==> src/io_level_pkg.sv <==
// constants and carrier types for the input level and pad bias register bank
// assumes a byte-wide internal register port driven by the serial host interface
// Overview of operation
// - upper level bit 2 reads the live column ten pin, never written.
// - upper level bit 1 reads the live column nine pin, read only.
// - upper level bit 0 reads the live column eight pin, read only.
// - bias code 00 weak up, 01 down, 10 strong up, 11 all off.
// - standard variants reset every bias register with a default to zero.
// - alternate variant resets first row bias register to 0100 0001.
// - alternate variant resets second row bias register to 0000 0001.
// - alternate variant resets second column bias register to 0001 0001.
// - alternate variant resets third column bias register to 0000 0100.
package io_level_pkg;

    localparam int          NUM_PINS          = 19;
    localparam int          NUM_ROWS          = 8;
    localparam int          PINS_PER_REG      = 4;
    localparam int          NUM_BIAS_REGS     = 5;

    localparam logic [7:0]  UPPER_LEVELS_ADDR = 8'h18;
    localparam logic [7:0]  ROW_BIAS_LOW_ADDR = 8'h19;
    localparam logic [7:0]  ROW_BIAS_HIGH_ADDR = 8'h1A;
    localparam logic [7:0]  COL_BIAS_LOW_ADDR = 8'h1B;
    localparam logic [7:0]  COL_BIAS_MID_ADDR = 8'h1C;
    localparam logic [7:0]  COL_BIAS_HIGH_ADDR = 8'h1D;

    localparam int          INPUT17_BIT       = 0;
    localparam int          INPUT18_BIT       = 1;
    localparam int          INPUT19_BIT       = 2;

    localparam logic [1:0]  BIAS_WEAK_UP      = 2'h0;
    localparam logic [1:0]  BIAS_DOWN         = 2'h1;
    localparam logic [1:0]  BIAS_STRONG_UP    = 2'h2;
    localparam logic [1:0]  BIAS_OFF          = 2'h3;

    // standard variant defaults; the column low register has no printed default
    localparam logic [7:0]  STD_ROW_LOW_RST   = 8'h00;
    localparam logic [7:0]  STD_ROW_HIGH_RST  = 8'h00;
    localparam logic [7:0]  STD_COL_LOW_RST   = 8'h00;
    localparam logic [7:0]  STD_COL_MID_RST   = 8'h00;
    localparam logic [7:0]  STD_COL_HIGH_RST  = 8'h00;

    localparam logic [7:0]  ALT_ROW_LOW_RST   = 8'h41;
    localparam logic [7:0]  ALT_ROW_HIGH_RST  = 8'h01;
    localparam logic [7:0]  ALT_COL_LOW_RST   = 8'h00;
    localparam logic [7:0]  ALT_COL_MID_RST   = 8'h11;
    localparam logic [7:0]  ALT_COL_HIGH_RST  = 8'h04;

    localparam logic [1:0]  COL_HIGH_RSVD_MSB = 2'h0;

    typedef struct packed {
        logic weak_up;
        logic pull_down;
        logic strong_up;
    } pad_bias_type;

    typedef struct packed {
        logic [7:0] addr;
        logic       wr;
        logic       rd;
        logic [7:0] wdata;
    } reg_req_type;

endpackage

==> src/io_level_and_bias_regs.sv <==
// input level status and per-pin pad bias selector registers
// assumes the host interface presents one register access per cycle, already in
// this clock domain, and that the level pins are synchronous to clock_in
`timescale 1ns/10ps
module io_level_and_bias_regs #(
    parameter bit ALT_VARIANT = 1'b0
) (
    input  wire logic                                       clock_in,
    input  wire logic                                       rst_in,
    input  wire io_level_pkg::reg_req_type                  reg_req_in,
    input  wire logic                                       column_eight_pin_in,
    input  wire logic                                       column_nine_pin_in,
    input  wire logic                                       column_ten_pin_in,
    output logic [7:0]                                      reg_rdata_out,
    output logic                                            reg_rvalid_out,
    output io_level_pkg::pad_bias_type [io_level_pkg::NUM_PINS-1:0] pad_bias_out
);
    import io_level_pkg::*;

    // register slots in address order, the level register first
    localparam int          NUM_SLOTS     = NUM_BIAS_REGS + 1;
    localparam int          SLOT_LEVELS   = 0;
    localparam int          SLOT_ROW_LOW  = 1;
    localparam int          SLOT_ROW_HIGH = 2;
    localparam int          SLOT_COL_LOW  = 3;
    localparam int          SLOT_COL_MID  = 4;
    localparam int          SLOT_COL_HIGH = 5;

    // every selector is two bits wide; the stored image holds only real selectors
    localparam int          BIAS_W        = 2;
    localparam int          IMG_W         = NUM_PINS * BIAS_W;

    // reset byte of one bias register for the chosen ordering variant
    function automatic logic [7:0] reset_byte(input int slot);
        logic [7:0] value;
        value = 8'h00;
        unique case (slot)
            SLOT_ROW_LOW: begin
                value = ALT_VARIANT ? ALT_ROW_LOW_RST : STD_ROW_LOW_RST;
            end
            SLOT_ROW_HIGH: begin
                value = ALT_VARIANT ? ALT_ROW_HIGH_RST : STD_ROW_HIGH_RST;
            end
            SLOT_COL_LOW: begin
                // no printed default here; zero keeps both variants alike
                value = ALT_VARIANT ? ALT_COL_LOW_RST : STD_COL_LOW_RST;
            end
            SLOT_COL_MID: begin
                value = ALT_VARIANT ? ALT_COL_MID_RST : STD_COL_MID_RST;
            end
            SLOT_COL_HIGH: begin
                value = ALT_VARIANT ? ALT_COL_HIGH_RST : STD_COL_HIGH_RST;
            end
            default: begin
                value = 8'h00;
            end
        endcase
        return value;
    endfunction

    // one-hot pad controls for a selector code; code 11 leaves the pad floating
    function automatic pad_bias_type decode_bias(input logic [1:0] code);
        pad_bias_type pads;
        pads = '0;
        unique case (code)
            BIAS_WEAK_UP: begin
                pads.weak_up = 1'b1;
            end
            BIAS_DOWN: begin
                pads.pull_down = 1'b1;
            end
            BIAS_STRONG_UP: begin
                pads.strong_up = 1'b1;
            end
            BIAS_OFF: begin
                pads = '0;
            end
        endcase
        return pads;
    endfunction

    logic [NUM_SLOTS-1:0]   write_hit;
    logic [NUM_SLOTS-1:0]   read_hit;
    logic [IMG_W-1:0]       bias_image;
    logic [7:0]             level_byte;
    logic [7:0]             slot_image [NUM_SLOTS];
    logic [7:0]             rdata_q;
    logic [7:0]             rdata_d;
    logic                   rvalid_q;
    logic                   rvalid_d;

    // address decode; the level register and unmapped places take no write
    always_comb begin
        write_hit = '0;
        read_hit  = '0;
        unique case (reg_req_in.addr)
            UPPER_LEVELS_ADDR: begin
                read_hit[SLOT_LEVELS]    = reg_req_in.rd;
            end
            ROW_BIAS_LOW_ADDR: begin
                write_hit[SLOT_ROW_LOW]  = reg_req_in.wr;
                read_hit[SLOT_ROW_LOW]   = reg_req_in.rd;
            end
            ROW_BIAS_HIGH_ADDR: begin
                write_hit[SLOT_ROW_HIGH] = reg_req_in.wr;
                read_hit[SLOT_ROW_HIGH]  = reg_req_in.rd;
            end
            COL_BIAS_LOW_ADDR: begin
                write_hit[SLOT_COL_LOW]  = reg_req_in.wr;
                read_hit[SLOT_COL_LOW]   = reg_req_in.rd;
            end
            COL_BIAS_MID_ADDR: begin
                write_hit[SLOT_COL_MID]  = reg_req_in.wr;
                read_hit[SLOT_COL_MID]   = reg_req_in.rd;
            end
            COL_BIAS_HIGH_ADDR: begin
                write_hit[SLOT_COL_HIGH] = reg_req_in.wr;
                read_hit[SLOT_COL_HIGH]  = reg_req_in.rd;
            end
            default: begin
                write_hit = '0;
                read_hit  = '0;
            end
        endcase
    end

    // one selector per pin; pin p sits in slot 1 + p/4 at bits 2*(p%4)
    for (genvar p = 0; p < NUM_PINS; p++) begin : g_pin
        localparam int           PIN_SLOT = SLOT_ROW_LOW + p / PINS_PER_REG;
        localparam int           PIN_LSB  = BIAS_W * (p % PINS_PER_REG);
        localparam logic [7:0]   SLOT_RST = reset_byte(PIN_SLOT);
        localparam logic [1:0]   SEL_RST  = SLOT_RST[PIN_LSB +: BIAS_W];
        localparam pad_bias_type PADS_RST = decode_bias(SEL_RST);

        logic [1:0]              sel_q;
        logic [1:0]              sel_d;
        pad_bias_type            pad_q;
        pad_bias_type            pad_d;

        always_comb begin
            sel_d = sel_q;
            // new selector is taken at the write edge
            if (write_hit[PIN_SLOT]) begin
                sel_d = reg_req_in.wdata[PIN_LSB +: BIAS_W];
            end
            // decoded from the next value so the pads change with the stored code
            pad_d = decode_bias(sel_d);
        end

        always_ff @(posedge clock_in or posedge rst_in) begin
            if (rst_in) begin
                sel_q <= SEL_RST;
                pad_q <= PADS_RST;
            end else begin
                sel_q <= sel_d;
                pad_q <= pad_d;
            end
        end

        assign bias_image[BIAS_W*p +: BIAS_W] = sel_q;
        assign pad_bias_out[p]                = pad_q;
    end

    // live levels, sampled only when a read is taken
    always_comb begin
        level_byte              = 8'h00;
        level_byte[INPUT19_BIT] = column_ten_pin_in;
        level_byte[INPUT18_BIT] = column_nine_pin_in;
        level_byte[INPUT17_BIT] = column_eight_pin_in;
    end

    // what each slot reads back
    always_comb begin
        slot_image[SLOT_LEVELS]   = level_byte;
        slot_image[SLOT_ROW_LOW]  = bias_image[7:0];
        slot_image[SLOT_ROW_HIGH] = bias_image[15:8];
        slot_image[SLOT_COL_LOW]  = bias_image[23:16];
        slot_image[SLOT_COL_MID]  = bias_image[31:24];
        // the two top bits of the last bias register are reserved and read zero
        slot_image[SLOT_COL_HIGH] = {COL_HIGH_RSVD_MSB, bias_image[IMG_W-1:32]};
    end

    // reads only sample state; nothing is cleared or advanced by them
    always_comb begin
        rvalid_d = reg_req_in.rd;
        rdata_d  = rdata_q;
        if (reg_req_in.rd) begin
            // an unmapped read still answers, with zero
            rdata_d = 8'h00;
            for (int s = 0; s < NUM_SLOTS; s++) begin
                if (read_hit[s]) begin
                    rdata_d = slot_image[s];
                end
            end
        end
    end

    always_ff @(posedge clock_in or posedge rst_in) begin
        if (rst_in) begin
            rdata_q  <= 8'h00;
            rvalid_q <= 1'b0;
        end else begin
            rdata_q  <= rdata_d;
            rvalid_q <= rvalid_d;
        end
    end

    // both read outputs come straight from their flip-flops
    assign reg_rdata_out  = rdata_q;
    assign reg_rvalid_out = rvalid_q;

endmodule

==> config.mk <==
export PLATFORM = sky130hd
export DESIGN_NAME = io_level_and_bias_regs
export DESIGN_NICKNAME = d
export VERILOG_FILES = /design/src/io_level_pkg.sv /design/src/io_level_and_bias_regs.sv
export SDC_FILE = /design/constraint.sdc
export NUM_CORES = 1
export LEC_CHECK = 0
export ABC_CLOCK_PERIOD_IN_PS = 5600
export BUFFER_PORTS_ARGS = -buffer_cell sky130_fd_sc_hd__buf_2
export CAP_MARGIN = 20
export CORE_ASPECT_RATIO = 1.25
export CORE_MARGIN = 3
export CORE_UTILIZATION = 59
export DETAILED_ROUTE_END_ITERATION = 10
export PLACE_DENSITY = 0.84
export REMOVE_ABC_BUFFERS = 1
export SLEW_MARGIN = 20
export SYNTH_ARGS = -nofsm -noshare
export SYNTH_HDL_FRONTEND = slang
export SYNTH_SLANG_ARGS = --single-unit
export TNS_END_PERCENT = 30
==> constraint.sdc <==
create_clock -name clock_in -period 5.6 [get_ports clock_in]
set_clock_uncertainty 0.05 [all_clocks]
set_input_delay 0.56 -clock clock_in [delete_from_list [all_inputs] [get_ports clock_in]]
set_output_delay 0.56 -clock clock_in [all_outputs]
set_load 0.005 [all_outputs]
==> PnR_summary.wiki, run 1 <==
{| class="wikitable"
! Metric !! Value
|-
| Run status || complete, no violations
|-
| Setup-violating endpoint count in the final report || 0
|-
| Source of the critical timing path || reg_req_in[15]
|-
| Arr. time, crit path || 2610 ps
|-
| Cells along the critical path || buf_2 -> nor4b_4 -> nand4_1 -> buf_4 -> mux2_2
|-
| Post-cts resize count || 0
|-
| Layout overhead on the synthesized area || 13.66%
|-
| Finished Core Util || 69.93%
|-
| Number of vias after detailed routing || 3192
|-
| Via/cell ratio || 5.846
|-
| Initial Util || 61.53%
|-
| Type of the tightest min-delay check || in -> async
|-
| Net count, final || 472
|-
| Kind of end point of the critical path || flip-flop
|-
| Count of flip-flops with a built-in enable after synthesis || 0
|-
| Origin of the critical flop-to-flop path || g_pin[10].sel_q[1]
|-
| Count of input and output buffers || 88
|-
| Final Hold Violating Endpoints || 0
|-
| Die span in y || 104.5 um
|-
| Clock latency at the later pin of the worst-skew pair || 370 ps
|-
| Final max-slew violation count || 0
|-
| Dominant cell type by area after synthesis || sky130_fd_sc_hd__dfrtp_1
|-
| Hold Buf Count CTS || 0
|-
| Vias in the first global route || 3248
|-
| Drt total wl || 9.722 mm
|-
| Maximum ir drop on the vdd rail || 0.0001996 V
|-
| Max-cap violation count || 0
|-
| Detailed Place HPWL || 6.874 mm
|-
| Number of detailed-routing iterations run before antenna repair || 4
|-
| Accumulated negative setup slack || 0 ps
|-
| Width of the die || 84.81 um
|-
| Tot Pwr || 1.379 mW
|-
| Global route total overflow || 0
|-
| Commonest cells post-synth || sky130_fd_sc_hd__dfrtp_1 (85), sky130_fd_sc_hd__mux2_2 (52), sky130_fd_sc_hd__o21ai_0 (31)
|-
| Average wire per cell in the routed design || 17.81 um
|-
| Clock edge transition at the registers on the reported setup and hold paths || 90 ps
|-
| Number of top-level pins || 89
|-
| Post-route fraction of the period consumed by the critical path || 42.79%
|-
| Worst setup slack after layout || 3204 ps
|-
| Fill cell total of the finished layout || 572
|-
| Clock tree from TritonCTS || done
|-
| Global router's overall resource usage || 23.07%
|-
| Syn Inst Count || 368
|-
| Pre-CTS worst setup slack || 2745 ps
|-
| Proportion of layout cells with a drive suffix above 1 || 40.31%
|-
| Number of buffers on the longest clock path || 2
|-
| Sequential share of the synthesized area || 57.33%
|-
| CTS Root Cell || sky130_fd_sc_hd__clkbuf_8
|-
| # rows || 35
|-
| Required time at the endpoint of the critical path || 5810 ps
|-
| Clock sink count || 104
|-
| Residual DRC count || 0
|-
| Critical path startpoint category || primary input
|-
| Slowest stage delay, CP || 670 ps
|-
| Final antenna diode count || 0
|-
| Number of buffers inserted during clock tree synthesis || 9
|-
| Peak Freq || 0.4173 GHz
|-
| Number of distinct library cells after synthesis || 40
|-
| Post-Syn Area per Cell || 12.45 um2
|-
| Netlist area before placement || 0.004581 mm2
|-
| Time the worst path needs with I/O delays and setup || 2396 ps
|-
| Most repeated cell in the gate-level netlist after synthesis || sky130_fd_sc_hd__dfrtp_1
|-
| Yosys top cell area share || 46.44%
|-
| Max-Slew Margin vs Limit || 44.88%
|-
| Worst hold slack || 145.2 ps
|-
| Wire length of the first global-routing pass || 15.98 mm
|-
| CP max stage cell || sky130_fd_sc_hd__nand4_1
|-
| Register bit total from synthesis || 104
|-
| Placeable core region || 0.007445 mm2
|-
| Asr flop ratio synth || 100.0%
|-
| Transition time at the pin with the least slew margin || 824.8 ps
|-
| Pin count of the biggest net entering global routing || 66
|-
| Power per Cell Area || 264.9 mW/mm2
|-
| Placer's final routability congestion estimate || 0.7739
|-
| Number of nets with antenna violations after routing || 0
|-
| Full die area || 0.008864 mm2
|-
| Primary flip-flop cell chosen by synthesis mapping || sky130_fd_sc_hd__dfrtp_1
|-
| Initial antenna violation count || 0
|-
| Critical path fanouts, max || 16
|-
| Setup repair after global routing missed its margin || no
|-
| Leak || 2.571 nW
|-
| Kind of critical path || in -> reg
|-
| Leading post-synthesis cells by cell area || sky130_fd_sc_hd__dfrtp_1 (46%), sky130_fd_sc_hd__mux2_2 (13%), sky130_fd_sc_hd__dfstp_2 (11%)
|-
| Iter 0 DRT Violations || 209
|-
| Post-CTS setup buffer count || 0
|-
| Synth warnings || 0
|-
| H-tree depth || 3
|}
## final timing paths
check	slack [ps]	cells after the start	endpoint
worst max register to register	4090	4	reg_rdata_out[5]
min in group clock_in	350	1	reg_rvalid_out
max in group asynchronous	4230	3	pad_bias_out[43]
worst min-delay path	150	2	g_pin[3].sel_q[0]
worst min register to register	450	1	pad_bias_out[29]
worst max-delay path	3200	5	g_pin[1].sel_q[1]
## power by group
part	switching, mW	internal [mW]	leakage, nW
registers	0.0231	0.798	1.37
clock network	0.254	0.164	0.0870
logic	0.0754	0.0644	1.11
total	0.352	1.03	2.57
## worst max-delay path, delay by kind of cell
family / cells / cell delay, ps
AND/OR/NAND/NOR: 2 / 1180
buffers and inverters: 2 / 570
multiplexers: 1 / 300
## routing by layer
metal	vias to the layer above	wire (um)	track usage [%]
met5	-	0	0
met4	0	243	10.18
met3	23	449	3.883
met2	93	5112	39.53
met1	1591	3917	28.43
li1	1485	-	-
## cells in the final DEF (no fill, tap or decap), drive strengths merged, types with 10 or more instances in the layout
cell | synthesis | final
buf | 15 | 91
clkbuf | 6 | 10
dfrtp | 85 | 85
dfstp | 19 | 19
mux2 | 52 | 52
mux2i | 17 | 17
nand2 | 13 | 13
nand2b | 24 | 24
nand3b | 24 | 24
nor2 | 25 | 25
o21ai | 31 | 31
## layout make-up
type | count | area (um2) | share of cell area [%]
Clock buffer | 10 | 127.6 | 2.451
Clock inverter | 6 | 43.79 | 0.8411
Inverter | 5 | 21.27 | 0.4086
Multi-Input combinational cell | 238 | 1805 | 34.68
Sequential cell | 104 | 2626 | 50.44
Tap cell | 92 | 115.1 | 2.211
Timing Repair Buffer | 91 | 466.7 | 8.964
## flip-flops by register name, summed over array words and instances, names as in the netlist
name / flops
reg_rdata_out: 8
reg_rvalid_out: 1
g_pin.sel_q: 38
pad_bias_out: 57
## per-stage QoR
stage	cell area, um2	instances
3_5_place_dp	5034	530
6_report	5206	546
4_1_cts	5205	546
5_1_grt	5206	546
2_1_floorplan	4449	347
3_3_place_gp	5022	529
## cells by family (layout without fill, tap and decap cells)
| group | after synthesis | after routing | share of synthesized area, % |
|---|---|---|---|
| DFF | 104 | 104 | 57.33 |
| and+or+nand+nor | 104 | 104 | 13.66 |
| muxes | 69 | 69 | 16.50 |
| AOI/OAI and AO/OA | 65 | 65 | 9.232 |
| buffers and inverters | 26 | 112 | 3.278 |
(Power assumes the default switching activity.)
==> inputs of run 2 (changes only) <==
ABC_AREA = 1   (was not set)
ABC_CLOCK_PERIOD_IN_PS = 2050   (was 5600)
CORE_UTILIZATION = 49   (was 59)
PLACE_DENSITY = 0.76   (was 0.84)
clock period = 2.05 ns   (was 5.6 ns; I/O delays follow)
==> PnR_summary.wiki, run 2 <==
{| class="wikitable"
! Metric !! Value
|-
| Worst hold slack || 113.3 ps (-31.94 ps)
|-
| Placeable core region || 0.008333 mm2 (+12%)
|-
| Routing layer with the top usage in global route || met2
|-
| Residual DRC count || 0 (unchanged)
|-
| Synth warnings || 0 (unchanged)
|-
| Initial Util || 50.89% (-11 points)
|-
| Most frequent cells in the layout || sky130_fd_sc_hd__buf_2 (88), sky130_fd_sc_hd__dfrtp_1 (85), sky130_fd_sc_hd__nand2_1 (84), sky130_fd_sc_hd__nor2_1 (64), sky130_fd_sc_hd__inv_1 (57)
|-
| Register bit total from synthesis || 104 (unchanged)
|-
| Number of buffers on the longest clock path || 2 (unchanged)
|-
| Sequential share of the synthesized area || 61.94% (+4.6 points)
|-
| Proportion of layout cells with a drive suffix above 1 || 37.41% (-2.9 points)
|-
| Setup-violating endpoint count in the final report || 0 (unchanged)
|-
| Layout overhead on the synthesized area || 17.59%
|-
| Tot Pwr || 3.750 mW (+170%)
|-
| Width of the die || 89.21 um (+5.2%)
|-
| Net count, final || 550 (+17%)
|-
| # rows || 37 (+5.7%)
|-
| Clock edge transition at the registers on the reported setup and hold paths || 90 ps (about the same)
|-
| Post-CTS setup buffer count || 0 (unchanged)
|-
| Power per Cell Area || 752.1 mW/mm2 (+180%)
|-
| Final Hold Violating Endpoints || 0 (unchanged)
|-
| Post-route fraction of the period consumed by the critical path || 81.55%
|-
| Accumulated negative setup slack || 0 ps (unchanged)
|-
| Initial antenna violation count || 0 (unchanged)
|-
| Layout Cells excl Fill || 629 (+15%)
|-
| Arr. time, crit path || 1920 ps (-690 ps)
|-
| Iter 0 DRT Violations || 168 (-20%)
|-
| Wire length of the first global-routing pass || 14.57 mm (-8.9%)
|-
| Cell Count Post-Placement || 611 (+15%)
|-
| Maximum ir drop on the vdd rail || 0.0004145 V (+110%)
|-
| Flip-flop count of the largest register, all copies and words added || 57 (unchanged)
|-
| FF/Latch Area || 0.002626 mm2 (unchanged)
|-
| Asr flop ratio synth || 100.0% (unchanged)
|-
| Met3 track utilization from global routing || 3.569% (-0.31 points)
|-
| Met1 Use GR || 25.29% (-3.1 points)
|-
| Leak || 2.659 nW (+3.4%)
|-
| Count of input and output buffers || 88 (unchanged)
|-
| Number of nets with antenna violations after routing || 0 (unchanged)
|-
| Full die area || 0.009813 mm2 (+11%)
|-
| Run status || complete, no violations
|-
| Placer's final routability congestion estimate || 0.8796 (+14%)
|-
| Leading post-synthesis cells by cell area || sky130_fd_sc_hd__dfrtp_1 (50%), sky130_fd_sc_hd__dfstp_2 (12%), sky130_fd_sc_hd__nand2_1 (7.4%)
|-
| Most common library cell in the layout ignoring fill and taps || sky130_fd_sc_hd__buf_2
|-
| Number of detailed-routing iterations run before antenna repair || 4 (unchanged)
|-
| Yosys top cell area share || 50.16% (+3.7 points)
|-
| Critical path fanouts, max || 8 (-8)
|-
| Dominant cell type by area after synthesis || sky130_fd_sc_hd__dfrtp_1
|-
| Average wire per cell in the routed design || 14.07 um (-21%)
|-
| Max-Slew Margin vs Limit || 69.22% (+24 points)
|-
| Footprint of the multi-input gates || 0.001250 mm2 (-31%)
|-
| Number of buffers inserted during clock tree synthesis || 9 (unchanged)
|-
| Syn Inst Count || 429 (+17%)
|-
| Type of the tightest min-delay check || in -> reg
|-
| Clock tree from TritonCTS || done
|-
| Pin count of the biggest net entering global routing || 60 (-9.1%)
|-
| H-tree depth || 3 (unchanged)
|-
| Required time at the endpoint of the critical path || 2300 ps (-3510 ps)
|-
| CTS Root Cell || sky130_fd_sc_hd__clkbuf_8
|-
| Via/cell ratio || 4.841 (-17%)
|-
| Drt total wl || 8.848 mm (-9.0%)
|-
| Critical path startpoint category || primary input
|-
| Setup repair after global routing missed its margin || no
|-
| Most repeated cell in the gate-level netlist after synthesis || sky130_fd_sc_hd__dfrtp_1
|-
| Finished Core Util || 59.83% (-10 points)
|-
| Kind of end point of the critical path || flip-flop
|-
| Time the worst path needs with I/O delays and setup || 1672 ps
|-
| Max-cap violation count || 0 (unchanged)
|-
| Peak Freq || 0.5982 GHz
|-
| Die span in y || 110.0 um (+5.3%)
|-
| Primary flip-flop cell chosen by synthesis mapping || sky130_fd_sc_hd__dfrtp_1
|-
| Netlist area before placement || 0.004240 mm2 (-7.4%)
|-
| Final max-slew violation count || 0 (unchanged)
|-
| Count of flip-flops with a built-in enable after synthesis || 0 (unchanged)
|-
| Commonest cells post-synth || sky130_fd_sc_hd__dfrtp_1 (85), sky130_fd_sc_hd__nand2_1 (84), sky130_fd_sc_hd__nor2_1 (64)
|-
| Detailed Place HPWL || 6.573 mm (-4.4%)
|-
| Number of vias after detailed routing || 3045 (-4.6%)
|-
| Clock latency at the later pin of the worst-skew pair || 360 ps (about the same)
|-
| Final antenna diode count || 0 (unchanged)
|-
| Global route total overflow || 0 (unchanged)
|-
| Number of top-level pins || 89 (unchanged)
|-
| Fill cell total of the finished layout || 718 (+26%)
|-
| Post-Syn Area per Cell || 9.884 um2 (-21%)
|-
| Met2 capacity usage during global routing || 31.72% (-7.8 points)
|-
| Kind of critical path || in -> reg
|-
| Transition time at the pin with the least slew margin || 460.6 ps (-364.2 ps)
|-
| Global router's overall resource usage || 19.68% (-3.4 points)
|-
| Clock sink count || 104 (unchanged)
|-
| Number of distinct library cells after synthesis || 25 (-38%)
|-
| Vias in the first global route || 3069 (-5.5%)
|}
run 2: cells by family (layout without fill, tap and decap cells):
kind of cell | Yosys count | in the layout | synth area share, %
buffers and inverters | 85 | 188 | 8.586
flip-flops | 104 | 104 | 61.94
AO/OA/AOI/OAI | 41 | 41 | 7.819
AND/OR/NAND/NOR | 199 | 199 | 21.66
run 2: layer usage:
layer  vias to the layer above  routed length [um]
li1                       1503                   -
met1                      1433                3694
met2                        85                4406
met3                        24                 416
met4                         0                 330
met5                         -                   0
run 2: final timing paths:
path,from,endpoint,slack (ps),cells past startpoint
worst max register to register,g_pin[15].sel_q[1],pad_bias_out[47],1090,5
max in group asynchronous,rst_in,pad_bias_out[14],1030,4
worst min-delay path,reg_req_in[2],g_pin[13].sel_q[0],110,3
min in group asynchronous,rst_in,pad_bias_out[15],240,3
worst min register to register,reg_rdata_out[6],reg_rdata_out[6],460,2
worst max-delay path,reg_req_in[8],reg_rdata_out[6],380,10
run 2: power by group:
part / total [mW] / internal [mW] / switching [mW]
Sequential: 2.18 / 2.15 / 0.0329
Clock: 1.24 / 0.594 / 0.647
Combinational: 0.327 / 0.112 / 0.216
Total: 3.75 / 2.86 / 0.895
run 2: per-stage QoR:
| step | area, um2 | worst slack (ps) |
|---|---|---|
| 2_1_floorplan | 4169 | -905.7 |
| 3_3_place_gp | 4776 | 363.7 |
| 3_5_place_dp | 4776 | 308.4 |
| 4_1_cts | 4986 | 405.4 |
| 5_1_grt | 4986 | 253.2 |
| 6_report | 4986 | 378.3 |
run 2: area by class of cell:
cell class                 count  share of cell area [%]
inverter                      78                   5.922
multi-input combinational    240                   25.07
sequential                   104                   52.67
timing repair buffer          94                   10.09
clock inverter                 4                  0.9034
clock buffer                  12                   2.911
tap                           97                   2.434
run 2: what timing repair did:
item                                    CTS  global route
endpoints found under the setup margin    0             0
endpoints found under the hold margin    61             0
hold buffers                              2             0
resized for setup                         0             0
run 2: critical path, cell delays in order:
cell and delay (ps):
sky130_fd_sc_hd__dlygate4sd3_1 550, sky130_fd_sc_hd__buf_2 200, sky130_fd_sc_hd__inv_1 80, sky130_fd_sc_hd__nor2_1 220
sky130_fd_sc_hd__nand2_1 120, sky130_fd_sc_hd__inv_1 280, sky130_fd_sc_hd__a21oi_1 90, sky130_fd_sc_hd__nand3_1 80
sky130_fd_sc_hd__nand2_1 50, sky130_fd_sc_hd__nand2_1 50
==> inputs of run 3 (changes only) <==
ABC_AREA = 0   (was 1)
ABC_CLOCK_PERIOD_IN_PS = 1400   (was 2050)
CORE_UTILIZATION = 50   (was 49)
clock period = 1.4 ns   (was 2.05 ns; I/O delays follow)
==> PnR_summary.wiki, run 3 (synthesis results as in run 1) <==
{| class="wikitable"
! Metric !! Value
|-
| Most frequent cells in the layout || sky130_fd_sc_hd__buf_2 (88), sky130_fd_sc_hd__dfrtp_1 (85), sky130_fd_sc_hd__mux2_2 (51), sky130_fd_sc_hd__o21ai_0 (31), sky130_fd_sc_hd__buf_4 (30)
|-
| Post-route fraction of the period consumed by the critical path || 103.2%
|-
| Finished Core Util || 63.04% (+3.2 points)
|-
| Clock tree from TritonCTS || done
|-
| Tot Pwr || 5.542 mW (+48%)
|-
| Power per Cell Area || 999.4 mW/mm2 (+33%)
|-
| Pre-CTS worst setup slack || -233.4 ps (-541.9 ps)
|-
| Layout Cells excl Fill || 605 (-3.8%)
|-
| Number of vias after detailed routing || 3201 (+5.1%)
|-
| Setup-violating endpoint count in the final report || 2 (+2)
|-
| Clock sink count || 104 (unchanged)
|-
| CTS Root Cell || sky130_fd_sc_hd__clkbuf_8
|-
| Final max-slew violation count || 0 (unchanged)
|-
| Met2 capacity usage during global routing || 32.57% (+0.85 points)
|-
| Number of detailed-routing iterations run before antenna repair || 4 (unchanged)
|-
| Run status || finished with violations
|-
| Pin count of the biggest net entering global routing || 59 (-1.7%)
|-
| Routing layer with the top usage in global route || met2
|-
| Violations in the final reports || negative setup slack
|-
| Peak Freq || 0.6924 GHz
|-
| Global route total overflow || 0 (unchanged)
|-
| Initial Util || 52.08% (+1.2 points)
|-
| Time the worst path needs with I/O delays and setup || 1444 ps
|-
| Average wire per cell in the routed design || 16.43 um (+17%)
|-
| Residual DRC count || 0 (unchanged)
|-
| Detailed Place HPWL || 7.025 mm (+6.9%)
|-
| Required time at the endpoint of the critical path || 1620 ps (-680 ps)
|-
| Die span in y || 113.0 um (+2.7%)
|-
| Max-cap violation count || 0 (unchanged)
|-
| Number of top-level pins || 89 (unchanged)
|-
| Transition time at the pin with the least slew margin || 426.6 ps (-34.03 ps)
|-
| Proportion of layout cells with a drive suffix above 1 || 44.12% (+6.7 points)
|-
| Arr. time, crit path || 1660 ps (-260 ps)
|-
| Iter 0 DRT Violations || 158 (-6.0%)
|-
| Via/cell ratio || 5.291 (+9.3%)
|-
| Drt total wl || 9.940 mm (+12%)
|-
| Number of nets with antenna violations after routing || 0 (unchanged)
|-
| Critical path fanouts, max || 2 (-6)
|-
| Full die area || 0.01035 mm2 (+5.5%)
|-
| Number of buffers on the longest clock path || 2 (unchanged)
|-
| # rows || 38 (+2.7%)
|-
| Number of buffers inserted during clock tree synthesis || 9 (unchanged)
|-
| Final Hold Violating Endpoints || 0 (unchanged)
|-
| Width of the die || 91.61 um (+2.7%)
|-
| Kind of critical path || reg -> reg
|-
| Vias in the first global route || 3261 (+6.3%)
|-
| Global router's overall resource usage || 20.20% (+0.52 points)
|-
| Placer's final routability congestion estimate || 0.8073 (-8.2%)
|-
| Max-Slew Margin vs Limit || 71.43% (+2.2 points)
|-
| Clock latency at the later pin of the worst-skew pair || 370 ps (about the same)
|-
| Met1 Use GR || 25.91% (+0.63 points)
|-
| Maximum ir drop on the vdd rail || 0.0005394 V (+30%)
|-
| Count of input and output buffers || 88 (unchanged)
|-
| Kind of end point of the critical path || flip-flop
|-
| Initial antenna violation count || 0 (unchanged)
|-
| Cell Count Post-Placement || 586 (-4.1%)
|-
| Net count, final || 503 (-8.5%)
|-
| Flip-flop count of the largest register, all copies and words added || 57 (unchanged)
|-
| Leak || 2.749 nW (+3.4%)
|-
| Type of the tightest min-delay check || in -> reg
|-
| Summed area of non-filler cells in the final layout || 0.005545 mm2 (+11%)
|-
| Critical path startpoint category || flip-flop
|-
| Clock edge transition at the registers on the reported setup and hold paths || 90 ps (about the same)
|-
| Accumulated negative setup slack || -51.51 ps (-51.51 ps)
|-
| Wire length of the first global-routing pass || 16.15 mm (+11%)
|-
| Worst setup slack after layout || -44.20 ps (-422.5 ps)
|-
| Placeable core region || 0.008796 mm2 (+5.6%)
|-
| Final antenna diode count || 0 (unchanged)
|-
| Setup repair after global routing missed its margin || yes
|-
| Most common library cell in the layout ignoring fill and taps || sky130_fd_sc_hd__buf_2
|-
| Worst hold slack || 29.22 ps (-84.06 ps)
|-
| Met3 track utilization from global routing || 3.723% (+0.15 points)
|-
| Layout overhead on the synthesized area || 21.06%
|-
| Post-place instance area || 0.005313 mm2 (+11%)
|-
| H-tree depth || 3 (unchanged)
|}
==> run 3: cell count changes in the layout (fill, tap and decap cells not counted), moves of 27 or more <==
cell | previous run | this run
sky130_fd_sc_hd__inv_1 | 57 | 4
sky130_fd_sc_hd__nand2_1 | 84 | 13
sky130_fd_sc_hd__buf_4 | 3 | 30
sky130_fd_sc_hd__nor2_1 | 64 | 25
sky130_fd_sc_hd__o21ai_0 | 2 | 31
sky130_fd_sc_hd__mux2_2 | 0 | 51
==> run 3: routing by layer <==
metal	vias to the layer above	part of all wire, %
li1	1543	-
met1	1538	42
met2	102	50
met3	18	5.4
met4	0	2.6
met5	-	0
==> run 3: where the power goes <==
part           switching, mW  internal (mW)
clock network          0.929          0.698
registers             0.0829           3.19
logic                  0.334          0.307
==> run 3: critical path, stage by stage (launching register included) <==
cell and delay [ps]:
sky130_fd_sc_hd__dfrtp_1 400, sky130_fd_sc_hd__mux2_4 290, sky130_fd_sc_hd__a221oi_4 280, sky130_fd_sc_hd__nor3_2 60
sky130_fd_sc_hd__a221o_1 260
==> run 3: worst paths after layout <==
path | startpoint | endpoint | slack [ps] | cells past startpoint
max | g_pin[1].sel_q[1] | reg_rdata_out[3] | -40 | 4
max in group asynchronous | rst_in | pad_bias_out[8] | 660 | 4
min in group asynchronous | rst_in | pad_bias_out[21] | 320 | 4
min | reg_req_in[8] | reg_rvalid_out | 30 | 2
min reg2reg | g_pin[8].sel_q[0] | pad_bias_out[26] | 450 | 1
max reg2reg | g_pin[1].sel_q[1] | reg_rdata_out[3] | -40 | 4
==> run 3: final cells by class <==
type / instances / area [um2]
inverter: 5 / 21.27
fill: 723 / 3251
multi-input combinational: 238 / 1851
clock buffer: 15 / 156.4
clock inverter: 1 / 5.005
sequential: 104 / 2626
timing repair buffer: 122 / 735.7
tap: 120 / 150.1
==> run 3: repair_timing <==
item	4_1_cts	5_1_grt
setup endpoints to repair	3	3
resized for setup	3	5
buffers inserted	0	2
gates cloned	0	0
hold buffers	1	0
hold endpoints to repair	85	0
pin swaps	0	3
